File: config.mk
export PLATFORM = sky130hd
export DESIGN_NAME = ddrc_cmd_top
export DESIGN_NICKNAME = d
export VERILOG_FILES = /design/src/ddrc_fifo.v /design/src/ddrc_bank.v /design/src/ddrc_cmd_top.v
export VERILOG_INCLUDE_DIRS = /design/src
export SDC_FILE = /design/constraint.sdc
export NUM_CORES = 1
export LEC_CHECK = 0
export BUFFER_PORTS_ARGS = -buffer_cell sky130_fd_sc_hd__buf_2
export CORE_MARGIN = 2
export CORE_UTILIZATION = 50
export CTS_CLUSTER_DIAMETER = 40
export CTS_CLUSTER_SIZE = 25
export DETAILED_ROUTE_END_ITERATION = 10
export PLACE_DENSITY = 0.78
export SLEW_MARGIN = 30
export SYNTH_ARGS = -nofsm -noshare
export SYNTH_HDL_FRONTEND = slang
export SYNTH_SLANG_ARGS = --single-unit
File: constraint.sdc
create_clock -name i_sys_clk -period 10.5 [get_ports i_sys_clk]
set_input_delay 0.525 -clock i_sys_clk [delete_from_list [all_inputs] [get_ports i_sys_clk]]
set_output_delay 0.525 -clock i_sys_clk [all_outputs]
set_load 0.02 [all_outputs]
File: src/ddrc_defs.vh
// Constants of the DDR2 command front end: command codes, field positions, latencies
// Notes on behaviour
// - Read and write bursts last four or eight words in programmed address order; here the order is always sequential, as no burst type bit is decoded.
// - Activate takes row from address 0-11 or 0-12 and bank from bank select.
// - Read or write takes starting column from address 0-8 or 0-7.
// - Address bit 10 with read or write requests automatic precharge after burst; here only a read closes its bank, as its burst starts.
// - Read column latency programmable as 3, 4, 5 or 6 cycles.
// - Posted commands wait a programmable added delay of 0 to 5 cycles.
// - Write latency equals total read latency minus one cycle.
// - Two data words per cycle from a four-word prefetch per column access.
// - Four independent banks may hold open rows concurrently.
// - Command and address sampled on rising clock edge.
// - Read data output one word per half clock period.
// - Clock gate high enables internal clocks and drivers; low disables them.
// - Clock gate low enters precharge power-down or self refresh when idle, else active.
// - Clock gate synchronous for power-down and self-refresh entry, asynchronous for exit; here exit also waits for a clock edge.
// - Power-down keeps clock, termination, gate inputs; self refresh keeps only gate input.
// - Commands with chip select high are ignored.
// - Delay-locked loop aligns data and strobe output with input clock.
// - Output drive strength selectable as full or reduced.
// - Precharge with bit 10 low closes named bank; high closes all banks.
// - Row strobe, column strobe, write enable and chip select encode the command.
// - Mode register commands pick register by bank select; address carries op-code.
`ifndef DDRC_DEFS_VH
`define DDRC_DEFS_VH
// Command codes {cs_n, ras_n, cas_n, we_n}
`define DDRC_CMD_MRS      4'h0
`define DDRC_CMD_REF      4'h1
`define DDRC_CMD_PRE      4'h2
`define DDRC_CMD_ACT      4'h3
`define DDRC_CMD_WR       4'h4
`define DDRC_CMD_RD       4'h5
`define DDRC_CMD_NOP      4'h7
// Mode register fields
`define DDRC_MR_BL_LSB    0
`define DDRC_MR_CL_LSB    4
`define DDRC_EMR_DS_BIT   1
`define DDRC_EMR_AL_LSB   3
`define DDRC_AP_BIT       10
`define DDRC_BL8_CODE     3'h3
`define DDRC_CL_MIN       3'h3
`define DDRC_CL_MAX       3'h6
`define DDRC_AL_MAX       3'h5
`define DDRC_CL_RESET     3'h3
`define DDRC_AL_RESET     3'h0
`define DDRC_NBANK        4
`endif

File: src/ddrc_fifo.v
// Parameterised valid/ready FIFO held in flip-flops
`timescale 1ns/1ps
`include "ddrc_defs.vh"
module ddrc_fifo #(
	parameter WIDTH = 64,
	parameter DEPTH = 8,
	parameter AW    = 3
)(
	input  wire             i_sys_clk,
	input  wire             i_resetn,
	input  wire             i_in_valid,
	output wire             o_in_ready,
	input  wire [WIDTH-1:0] i_in_data,
	output wire             o_out_valid,
	input  wire             i_out_ready,
	output wire [WIDTH-1:0] o_out_data
);
	reg [WIDTH-1:0] mem_ff [0:DEPTH-1];
	reg [AW-1:0]    wptr_ff;
	reg [AW-1:0]    rptr_ff;
	reg [AW:0]      cnt_ff;
	wire            push;
	wire            pop;

	// Full and empty come straight from the occupancy count
	assign o_in_ready  = (cnt_ff != DEPTH[AW:0]);
	assign o_out_valid = (cnt_ff != {(AW+1){1'b0}});
	assign o_out_data  = mem_ff[rptr_ff];
	assign push        = i_in_valid & o_in_ready;
	assign pop         = o_out_valid & i_out_ready;

	// Storage is not reset; only pointers matter
	always @(posedge i_sys_clk)
	begin
		if (push)
			mem_ff[wptr_ff] <= i_in_data;
	end

	// Pointers wrap; depth must be a power of two
	always @(posedge i_sys_clk)
	begin
		if (!i_resetn)
		begin
			wptr_ff <= {AW{1'b0}};
			rptr_ff <= {AW{1'b0}};
			cnt_ff  <= {(AW+1){1'b0}};
		end
		else
		begin
			if (push)
				wptr_ff <= wptr_ff + 1'b1;
			if (pop)
				rptr_ff <= rptr_ff + 1'b1;
			if (push & ~pop)
				cnt_ff <= cnt_ff + 1'b1;
			else if (pop & ~push)
				cnt_ff <= cnt_ff - 1'b1;
		end
	end
endmodule // ddrc_fifo

File: src/ddrc_bank.v
// Per-bank open-row tracker
`timescale 1ns/1ps
`include "ddrc_defs.vh"
module ddrc_bank #(
	parameter RW = 13
)(
	input  wire          i_sys_clk,
	input  wire          i_resetn,
	input  wire          i_open,
	input  wire          i_close,
	input  wire [RW-1:0] i_row,
	output reg           o_active,
	output reg  [RW-1:0] o_row
);
	// Activate registers the row; precharge closes it
	always @(posedge i_sys_clk)
	begin
		if (!i_resetn)
		begin
			o_active <= 1'b0;
			o_row    <= {RW{1'b0}};
		end
		else if (i_open)
		begin
			o_active <= 1'b1;
			o_row    <= i_row;
		end
		else if (i_close)
			o_active <= 1'b0;
	end
endmodule // ddrc_bank

File: src/ddrc_cmd_top.v
// DDR2 command front end: decode, bank state, latency pipeline, burst and power states
`timescale 1ns/1ps
`include "ddrc_defs.vh"
module ddrc_cmd_top #(
	parameter DW      = 32,
	parameter AW      = 13,
	parameter FDEPTH  = 8,
	parameter FAW     = 3
)(
	input  wire          i_sys_clk,
	input  wire          i_resetn,
	input  wire          i_reduced_page,
	input  wire          i_clk_gate,
	input  wire          i_cs_n,
	input  wire          i_ras_n,
	input  wire          i_cas_n,
	input  wire          i_we_n,
	input  wire [1:0]    i_bank_select,
	input  wire [AW-1:0] i_addr,
	input  wire [DW-1:0] i_wr_data_rise,
	input  wire [DW-1:0] i_wr_data_fall,
	input  wire          i_dll_locked,
	input  wire          i_arr_ready,
	output reg           o_arr_rd_req,
	output reg           o_arr_wr_req,
	output reg  [1:0]    o_arr_bank,
	output reg  [AW-1:0] o_arr_row,
	output reg  [8:0]    o_arr_col,
	input  wire [DW-1:0] i_arr_rd_rise,
	input  wire [DW-1:0] i_arr_rd_fall,
	input  wire          i_arr_rd_valid,
	output reg  [DW-1:0] o_dq_rise,
	output reg  [DW-1:0] o_dq_fall,
	output reg           o_dq_oe,
	output reg           o_dqs_oe,
	output reg  [DW-1:0] o_wr_word_rise,
	output reg  [DW-1:0] o_wr_word_fall,
	output reg           o_wr_word_valid,
	output reg           o_auto_precharge,
	output reg  [3:0]    o_bank_active,
	output reg           o_reduced_drive,
	output reg           o_power_down,
	output reg           o_self_refresh,
	output reg           o_input_buf_en,
	output reg           o_ck_buf_en
);
	// Power state one-hot codes
	localparam [2:0] ST_ON  = 3'h1;
	localparam [2:0] ST_PD  = 3'h2;
	localparam [2:0] ST_SR  = 3'h4;

	reg  [2:0]    pstate_ff;
	reg  [2:0]    nxt_pstate;
	reg  [2:0]    cl_ff;
	reg  [2:0]    al_ff;
	reg           bl8_ff;
	reg           ap_ff;
	reg  [3:0]    rd_pipe_ff;
	reg  [3:0]    wr_pipe_ff;
	reg  [15:0]   lat_rd_ff;
	reg  [15:0]   lat_wr_ff;
	reg  [1:0]    beat_ff;
	reg  [1:0]    wbeat_ff;
	reg  [1:0]    cmd_bank_ff;
	reg  [8:0]    cmd_col_ff;
	reg           cmd_rd_ff;
	reg  [1:0]    col_ofs_ff;
	reg  [3:0]    wr_bursts_ff;
	reg  [DW-1:0] cap_rise_ff;
	reg  [DW-1:0] cap_fall_ff;
	reg           cap_valid_ff;
	wire [3:0]    cmd;
	wire          run;
	wire          all_idle;
	wire          is_act;
	wire          is_rd;
	wire          is_wr;
	wire          is_pre;
	wire          is_mrs;
	wire          is_ref;
	wire [3:0]    bank_open;
	wire [3:0]    bank_close;
	wire [3:0]    bank_act_w;
	wire [AW-1:0] row_val;
	wire [8:0]    col_val;
	wire [3:0]    rl;
	wire          fifo_in_valid;
	wire          fifo_in_ready;
	wire          fifo_out_valid;
	wire [2*DW-1:0] fifo_out_data;
	wire          rd_fire;
	wire          wr_fire;
	wire [1:0]    last_beat;

	// Command code includes chip select so a deselected cycle decodes to nothing
	assign cmd      = {i_cs_n, i_ras_n, i_cas_n, i_we_n};
	assign run      = pstate_ff[0] & i_clk_gate;
	assign is_act   = run & (cmd == `DDRC_CMD_ACT);
	assign is_rd    = run & (cmd == `DDRC_CMD_RD);
	assign is_wr    = run & (cmd == `DDRC_CMD_WR);
	assign is_pre   = run & (cmd == `DDRC_CMD_PRE);
	assign is_mrs   = run & (cmd == `DDRC_CMD_MRS);
	assign is_ref   = (cmd == `DDRC_CMD_REF);
	assign all_idle = (bank_act_w == 4'h0);
	assign last_beat = bl8_ff ? 2'h3 : 2'h1;

	// Row width follows the page option; the top bit is masked on standard page
	assign row_val = i_reduced_page ? i_addr
		: {1'b0, i_addr[AW-2:0]};
	// Column width: 9 bits standard page, 8 bits reduced page
	assign col_val = i_reduced_page ? {1'b0, i_addr[7:0]} : i_addr[8:0];
	// Total read latency; write latency is one less
	assign rl = {1'b0, al_ff} + {1'b0, cl_ff};

	// Four independent banks with their own row registers
	genvar g;
	generate
		for (g = 0; g < `DDRC_NBANK; g = g + 1)
		begin : g_bank
			assign bank_open[g]  = is_act & (i_bank_select == g);
			assign bank_close[g] = is_pre & (i_addr[`DDRC_AP_BIT]
				| (i_bank_select == g));
			ddrc_bank #(.RW(AW)) u_bank (
				.i_sys_clk (i_sys_clk),
				.i_resetn  (i_resetn),
				.i_open    (bank_open[g]),
				.i_close   (bank_close[g] | (ap_ff & rd_fire & (cmd_bank_ff == g))),
				.i_row     (row_val),
				.o_active  (bank_act_w[g]),
				.o_row     ()
			);
		end
	endgenerate

	// Write words queue here until the array accepts them
	assign fifo_in_valid = cap_valid_ff;
	ddrc_fifo #(.WIDTH(2*DW), .DEPTH(FDEPTH), .AW(FAW)) u_wfifo (
		.i_sys_clk   (i_sys_clk),
		.i_resetn    (i_resetn),
		.i_in_valid  (fifo_in_valid),
		.o_in_ready  (fifo_in_ready),
		.i_in_data   ({cap_rise_ff, cap_fall_ff}),
		.o_out_valid (fifo_out_valid),
		.i_out_ready (i_arr_ready),
		.o_out_data  (fifo_out_data)
	);

	// A posted command fires when its latency slot reaches the array stage
	assign rd_fire = lat_rd_ff[0];
	assign wr_fire = lat_wr_ff[0];

	// Mode registers: bank select picks the register, address carries the op-code
	always @(posedge i_sys_clk)
	begin
		if (!i_resetn)
		begin
			cl_ff           <= `DDRC_CL_RESET;
			al_ff           <= `DDRC_AL_RESET;
			bl8_ff          <= 1'b0;
			o_reduced_drive <= 1'b0;
		end
		else if (is_mrs)
		begin
			if (i_bank_select == 2'h0)
			begin
				bl8_ff <= (i_addr[`DDRC_MR_BL_LSB+2:`DDRC_MR_BL_LSB] == `DDRC_BL8_CODE);
				// Unsupported latency codes leave the old value
				if (i_addr[`DDRC_MR_CL_LSB+2:`DDRC_MR_CL_LSB] >= `DDRC_CL_MIN
					&& i_addr[`DDRC_MR_CL_LSB+2:`DDRC_MR_CL_LSB] <= `DDRC_CL_MAX)
					cl_ff <= i_addr[`DDRC_MR_CL_LSB+2:`DDRC_MR_CL_LSB];
			end
			else if (i_bank_select == 2'h1)
			begin
				o_reduced_drive <= i_addr[`DDRC_EMR_DS_BIT];
				if (i_addr[`DDRC_EMR_AL_LSB+2:`DDRC_EMR_AL_LSB] <= `DDRC_AL_MAX)
					al_ff <= i_addr[`DDRC_EMR_AL_LSB+2:`DDRC_EMR_AL_LSB];
			end
		end
	end

	// Latency shift lines: a read enters at slot al+cl-1, a write one lower, and walks down to zero
	always @(posedge i_sys_clk)
	begin
		if (!i_resetn)
		begin
			lat_rd_ff   <= 16'h0000;
			lat_wr_ff   <= 16'h0000;
			cmd_bank_ff <= 2'h0;
			cmd_col_ff  <= 9'h000;
			ap_ff       <= 1'b0;
			cmd_rd_ff   <= 1'b0;
		end
		else
		begin
			lat_rd_ff <= (lat_rd_ff >> 1)
				| (is_rd ? (16'h0001 << rl) >> 1 : 16'h0000);
			lat_wr_ff <= (lat_wr_ff >> 1)
				| (is_wr ? (16'h0001 << rl) >> 2 : 16'h0000);
			if (is_rd | is_wr)
			begin
				cmd_bank_ff <= i_bank_select;
				cmd_col_ff  <= col_val;
				ap_ff       <= i_addr[`DDRC_AP_BIT];
				cmd_rd_ff   <= is_rd;
			end
		end
	end

	// Read requests: one per prefetch of four words, i.e. two beats; write requests one per accepted word pair
	always @(posedge i_sys_clk)
	begin
		if (!i_resetn)
		begin
			o_arr_rd_req     <= 1'b0;
			o_arr_wr_req     <= 1'b0;
			o_arr_bank       <= 2'h0;
			o_arr_row        <= {AW{1'b0}};
			o_arr_col        <= 9'h000;
			o_auto_precharge <= 1'b0;
			col_ofs_ff       <= 2'h0;
		end
		else
		begin
			// Ask two slots early so the word pair is back when the data window opens
			o_arr_rd_req <= lat_rd_ff[2] | (rd_fire & bl8_ff);
			o_arr_wr_req <= fifo_out_valid & i_arr_ready;
			o_auto_precharge <= (rd_fire | wr_fire) & ap_ff;
			if (lat_rd_ff[2] | wr_fire)
			begin
				o_arr_bank <= cmd_bank_ff;
				o_arr_col  <= cmd_col_ff;
				col_ofs_ff <= 2'h0;
			end
			else if (rd_fire & bl8_ff)
			begin
				// Interleave-free sequential order within the burst
				col_ofs_ff <= col_ofs_ff + 2'h1;
				o_arr_col  <= {cmd_col_ff[8:3], cmd_col_ff[2:0] + 3'h4};
			end
		end
	end

	// Read beats: two words per cycle while the burst runs
	always @(posedge i_sys_clk)
	begin
		if (!i_resetn)
		begin
			o_dq_rise <= {DW{1'b0}};
			o_dq_fall <= {DW{1'b0}};
			o_dq_oe   <= 1'b0;
			o_dqs_oe  <= 1'b0;
			beat_ff   <= 2'h0;
		end
		else
		begin
			if (rd_fire & i_dll_locked)
			begin
				o_dq_oe  <= 1'b1;
				o_dqs_oe <= 1'b1;
				beat_ff  <= 2'h0;
			end
			else if (o_dq_oe)
			begin
				if (beat_ff == last_beat)
				begin
					o_dq_oe  <= 1'b0;
					o_dqs_oe <= 1'b0;
				end
				beat_ff <= beat_ff + 2'h1;
			end
			if (i_arr_rd_valid)
			begin
				o_dq_rise <= i_arr_rd_rise;
				o_dq_fall <= i_arr_rd_fall;
			end
		end
	end

	// Write beats captured one cycle earlier than read data would appear; the buffer
	// output then hands one word pair to the array per accepted cycle
	always @(posedge i_sys_clk)
	begin
		if (!i_resetn)
		begin
			cap_rise_ff     <= {DW{1'b0}};
			cap_fall_ff     <= {DW{1'b0}};
			cap_valid_ff    <= 1'b0;
			o_wr_word_rise  <= {DW{1'b0}};
			o_wr_word_fall  <= {DW{1'b0}};
			o_wr_word_valid <= 1'b0;
			wbeat_ff        <= 2'h0;
			wr_bursts_ff    <= 4'h0;
		end
		else
		begin
			cap_valid_ff    <= 1'b0;
			o_wr_word_valid <= fifo_out_valid & i_arr_ready;
			if (fifo_out_valid & i_arr_ready)
			begin
				o_wr_word_rise <= fifo_out_data[2*DW-1:DW];
				o_wr_word_fall <= fifo_out_data[DW-1:0];
			end
			if (wr_fire)
			begin
				wbeat_ff     <= 2'h0;
				wr_bursts_ff <= 4'h1;
			end
			if ((wr_fire | wr_bursts_ff[0]) & fifo_in_ready)
			begin
				cap_rise_ff  <= i_wr_data_rise;
				cap_fall_ff  <= i_wr_data_fall;
				cap_valid_ff <= 1'b1;
				if (!wr_fire)
				begin
					wbeat_ff <= wbeat_ff + 2'h1;
					if (wbeat_ff == last_beat - 2'h1)
						wr_bursts_ff <= 4'h0;
				end
			end
		end
	end

	// Clock-gate low selects power-down or self refresh by bank state and a refresh command in the same cycle
	always @*
	begin
		nxt_pstate = pstate_ff;
		case (pstate_ff)
			ST_ON:
			begin
				if (!i_clk_gate)
					nxt_pstate = (all_idle && is_ref) ? ST_SR : ST_PD;
			end
			ST_PD:
			begin
				if (i_clk_gate)
					nxt_pstate = ST_ON;
			end
			ST_SR:
			begin
				// Exit on the gate level alone; the state register takes it at the next clock edge
				if (i_clk_gate)
					nxt_pstate = ST_ON;
			end
			default:
				nxt_pstate = ST_ON;
		endcase
	end

	// Power state, buffer enables and bank status outputs
	always @(posedge i_sys_clk)
	begin
		if (!i_resetn)
		begin
			pstate_ff      <= ST_ON;
			o_power_down   <= 1'b0;
			o_self_refresh <= 1'b0;
			o_input_buf_en <= 1'b1;
			o_ck_buf_en    <= 1'b1;
			o_bank_active  <= 4'h0;
		end
		else
		begin
			pstate_ff      <= nxt_pstate;
			o_power_down   <= nxt_pstate[1];
			o_self_refresh <= nxt_pstate[2];
			o_input_buf_en <= nxt_pstate[0];
			o_ck_buf_en    <= ~nxt_pstate[2];
			o_bank_active  <= bank_act_w;
		end
	end
endmodule // ddrc_cmd_top

Word level (Yosys, flattened, before mapping)

Memories as Yosys holds them, arrays and structs flattened. A register that Yosys moved wholly into a read port is not among the register bits.
Cells that the tools add are included.

Bits in writable memories: 512
Flip-flop bits (word level): 230
Input bits: 154
Logic and storage cells: 175
Memories: 1
Output and inout bits: 167

Memory list:

| name           | depth | bits a word | rd ports | clocked after memory_dff | wr ports | line           | source |
|---|---|---|---|---|---|---|---|
| u_wfifo.mem_ff | 8     | 64          | 1        | 1                        | 1        | ddrc_fifo.v:18 | `reg [WIDTH-1:0] mem_ff [0:DEPTH-1];` |

Mux-type cells: 36
$add $sub $neg: 9
Order comparisons: 3
Bitwise logic cells: 47
Equal/unequal tests: 18
Reductions and logical operators: 23
Shifts and indexed selects: 1

Operators with widths:

| cell                 | count |
|---|---|
| $and 1x1->1          | 27 |
| $mux 9               | 3 |
| $mux 4               | 6 |
| $mux 1               | 17 |
| $reduce_bool 2->1    | 8 |
| $shl 1x4->16 const A | 1 |
| $mux 15              | 1 |
| $or 15x14->15        | 1 |
| $or 15x15->15        | 1 |
| $mux 14              | 1 |
| $or 1x1->1           | 13 |
| $mux 3               | 3 |
| $eq 2x2->1 const B   | 4 |
| $eq 4x2->1 const B   | 2 |
| $eq 4x3->1 const B   | 2 |
| $logic_not 4->1      | 2 |
| $mux 2               | 4 |
| $add 3x1->3 const B  | 2 |
| $eq 3x2->1 const B   | 2 |
| $le 3x3->1 const B   | 2 |
| $pmux 3 s2           | 1 |
| $reduce_and 3->1     | 2 |
| $not 1->1            | 5 |
| $add 2x1->2 const B  | 2 |
| other kinds (19)     | 25 |

Longest topological paths before layout

Word-level depth: 6
Depth in mapped cells: 11
Depth with buffers taken out: 10

By module

Synthesis repeated with hierarchy kept, for this count alone.

Cell total of the unflattened synthesis: 2133
Area, all modules: 31921.9 um^2

By module, submodules not included:

| module       | cells each | seq. area each (um^2) | instances | area each (um^2) |
|---|---|---|---|---|
| ddrc_fifo    | 812        | 15635.0               | 1         | 19871.6 |
| ddrc_cmd_top | 1141       | 5425.2                | 1         | 9888.2 |
| ddrc_bank    | 45         | 280.3                 | 4         | 540.5 |

Worst setup path before layout

No wires, ideal clock.

Kind: register to register
Start: register u_wfifo.cnt_ff[0]
End: memory u_wfifo.mem_ff[0][0] (enable)
Clock period less this slack: 7539 ps
Path slack: 2961 ps
Setup time: 644 ps
Stages on the path, launching flop included: 5
Arrival time: 6895 ps
Cell sequence: dfxtp_1 > or4b_1 > buf_4 > nand2_1 > nor4_1

Word-level cells in the longest chain between the ends: 4

RTL lines:

| item                         | line           | source |
|---|---|---|
| from (decl)                  | ddrc_fifo.v:21 | `reg [AW:0] cnt_ff;` |
| from (signal assigned)       | ddrc_fifo.v:46 | `cnt_ff <= {(AW+1){1'b0}};` |
| from (signal assigned)       | ddrc_fifo.v:55 | `cnt_ff <= cnt_ff + 1'b1;` |
| from (signal assigned)       | ddrc_fifo.v:57 | `cnt_ff <= cnt_ff - 1'b1;` |
| $ne 4x4->1                   | ddrc_fifo.v:26 | `assign o_in_ready = (cnt_ff != DEPTH[AW:0]);` |
| $and 1x1->1                  | ddrc_fifo.v:29 | `assign push = i_in_valid & o_in_ready;` |
| $mux 1                       | ddrc_fifo.v:35 | `if (push)` |
| $mux 1 (not written as such) | ddrc_fifo.v:36 | `mem_ff[wptr_ff] <= i_in_data;` |
| to (decl)                    | ddrc_fifo.v:18 |  |

No other way between the ends.

Worst setup path after layout

Start: register u_wfifo.cnt_ff[0]
End: memory u_wfifo.mem_ff[5][62] (enable)

Same word-level chain as after synthesis.

==> run_results.csv <==
group,metric,value,unit
run_status,status,"finished clean",
timing,fmax,319,MHz
cts,hold_buffers,0,
min_path,hold_class,"in2reg",
global_route,antenna_found_initial,5,
detailed_routing,dr.pass1.iters,5,
timing,max-slew-margin-rel,0.364,
cts,cts.clk_slew.worst_paths,70,ps
die,core.rowCount,89,
logic_synthesis,synth-seq-cells,797,
logic_synthesis,synthTopCellsByCount,"edfxtp_1, dfxtp_1, nand2_1, nor2_1, mux4_2",
die,dieArea,60900,um2
timing,finalHoldViolations,0,
detailed_routing,num_vias,17407,
detailed_routing,wl_per_cell,22.1,um
timing,finalWorstSetupSlack,7360,ps
min_path,min_from,"i_arr_rd_fall[19]",
global_route,grt_usage,0.220,
logic_synthesis,synth_top_area_cell,"edfxtp_1",
timing,post-route-period-util,0.299,
logic_synthesis,netlist_instances,1896,
die,num_io_pins,321,
logic_synthesis,yosysWarnings,0,
layout,nets,2374,
timing,tns,0,ps
timing,setup_viol,0,
logic_synthesis,async_flop_share,0,
logic_synthesis,synth_ff_type,"edfxtp_1",
global_route,use_met2,0.383,
power_and_ir_drop,powerDensity,228,nW/um2
global_route,grt_pass1_vias,17957,
placed_design,dpl_cell_area,31600,um2
timing,final_max_slew_viol_count,0,
cts,cts_tree,"built",
layout,areaGrowthSynthToFinish,19.6,%
timing,fin_worst_skew,27.7,ps
power_and_ir_drop,cellLeakagePower,12.6,nW
cts,cts_setup_buffers,0,
global_route,gr-max-usage-layer,"met2",
cts,clk_latency,660,ps
timing,period_minus_slack,3140,ps
critical_path,cp-end-kind,"flip-flop",
critical_path,crit_path_start,"u_wfifo.cnt_ff[0]$_SDFFE_PN0P_",
critical_path,cp_max_fo,48,
power_and_ir_drop,finalPower,8.05,mW
cts,cts_buffers,99,
global_route,met3_usage,0.0570,
power_and_ir_drop,peakVddDrop,0.203,mV
global_route,grt_max_degree,128,
detailed_routing,first_iter_violations,1319,
logic_synthesis,avgSynthCellArea,15.6,um2
timing,worst_pin_slew,954,ps
detailed_routing,via_per_inst,5.67,
die,chipWidth,247,um
logic_synthesis,seq_area_frac_synth,0.715,
layout,finalNonFillerCells,3071,
logic_synthesis,syn_area,29500,um2
placed_design,gp_congestion,0.800,
die,start_util,0.502,
logic_synthesis,yosysMostFrequentCell,"edfxtp_1",
global_route,grt_pass1_wl,102000,um
layout,final_cell_area,35300,um2
detailed_routing,ant_nets,0,
logic_synthesis,netlist.area_leader.share,0.521,
critical_path,required,10750,ps
cts,cts.sinks,797,
die,die_y,247,um
cts,cts.htree.levels,3,
detailed_routing,drcViolationCount,0,
placed_design,dp.final_hpwl,36900,um
placed_design,io_buffers,304,
global_route,grt_overflow,0,
cts,cts_root_buffer,"clkbuf_16",
critical_path,r2r-start,"u_wfifo.cnt_ff[0]$_SDFFE_PN0P_",
logic_synthesis,synth-edff-count,512,
flow_run,maxCapViolations,0,
logic_synthesis,synth_area_leaders,"edfxtp_1, dfxtp_1, mux4_2, mux2i_1, nand2_1",
cts,clockBufferDepth,3,
cts,post_cts_resized,0,
logic_synthesis,ys_types,56,
placed_design,place_ws,7340,ps
critical_path,critPathArrivalTime,3390,ps
global_route,grt_util_met1,0.273,
detailed_routing,drt_wl_total,67700,um
critical_path,path_class,"reg2reg",
timing,rsz0062_at_grt,"no",
die,coreArea,58700,um2
critical_path,critPathLaunchType,"flip-flop",
placed_design,dp_cells,2881,
layout,layout-drive-gt1-share,0.328,
## power breakdown
group	switching (mW)	leakage [nW]	internal, mW	total [mW]
clock	1.44	1.74	2.20	3.64
sequential	0.0969	7.06	3.42	3.51
combinational	0.530	3.80	0.368	0.898
total	2.06	12.6	5.99	8.05
## registers in the layout, summed over array words and instances, names as in the netlist, 2 cells and up
register                count
lat_wr_ff                  14
wbeat_ff                    2
beat_ff                     2
al_ff                       3
o_arr_bank                  2
u_wfifo.wptr_ff             3
u_wfifo.cnt_ff              4
o_dq_rise                  32
o_bank_active               4
u_wfifo.mem_ff            512
o_arr_col                   9
o_dq_fall                  32
cap_rise_ff                32
pstate_ff                   2
cl_ff                       3
o_wr_word_fall             32
g_bank.u_bank.o_active      4
o_wr_word_rise             32
lat_rd_ff                  15
cmd_col_ff                  9
cap_fall_ff                32
u_wfifo.rptr_ff             3
cmd_bank_ff                 2
## layout by cell type (no fill, tap or decap), drive strengths merged, types with 11 or more instances in the layout
cell type  instances
edfxtp           512
buf              327
dfxtp            285
nand2            221
nor2             169
mux4             128
clkbuf           114
a21oi            102
o21ai             99
mux2i             67
o22ai             64
inv               31
clkinv            24
bufinv            14
conb              13
clkinvlp          11
## metal layers
metal / up-vias / wire, um
li1: 7752 / -
met1: 8812 / 25700
met2: 708 / 35000
met3: 125 / 5520
met4: 10 / 1510
met5: - / 69
## through the flow
stage	utilization	hold slack, ps
floorplan	-	401
global route	0.601	89.8
CTS	0.600	69.9
global placement	0.538	407
detailed placement	0.538	416
finish	0.601	107
## worst max-delay path, stage by stage (launching register included)
cell and delay, ps:
dfxtp_1 450, or4b_1 400, nand3_1 360, nor2_4 680, buf_4 810
## worst paths after layout
kind                                                         to  cells past startpoint  slack, ps
worst max-delay path            u_wfifo.mem_ff[5][62]$_DFFE_PP_                      4       7360
worst min-delay path                 o_dq_fall[19]$_SDFFE_PN0P_                      3        110
worst max register to register  u_wfifo.mem_ff[5][62]$_DFFE_PP_                      4       7360
worst min register to register         lat_wr_ff[10]$_SDFF_PN0_                      2        430
## cell type report
| type | instances | area [um2] |
|---|---|---|
| diodes | 1 | 2.50 |
| flip-flops and latches | 797 | 21100 |
| clock buffers | 114 | 2620 |
| repair buffers | 327 | 1750 |
| multi-input cells | 979 | 7790 |
| inverters | 6 | 30.0 |
| fillers | 4196 | 23400 |
| clock inverters | 74 | 1020 |
| well taps | 773 | 967 |
## logic make-up after synthesis
kind of cell             count (synthesis)  synth area share
adder cells (fa/ha/maj)                 10           0.00475
multiplexers                           196             0.121
XOR/XNOR                                14           0.00416
AO/OA/AOI/OAI                          294            0.0624
AND/OR/NAND/NOR                        452            0.0675
flip-flops                             797             0.715
other                                    1          0.000127
buffers and inverters                  132            0.0252
(Power assumes the default switching activity.)
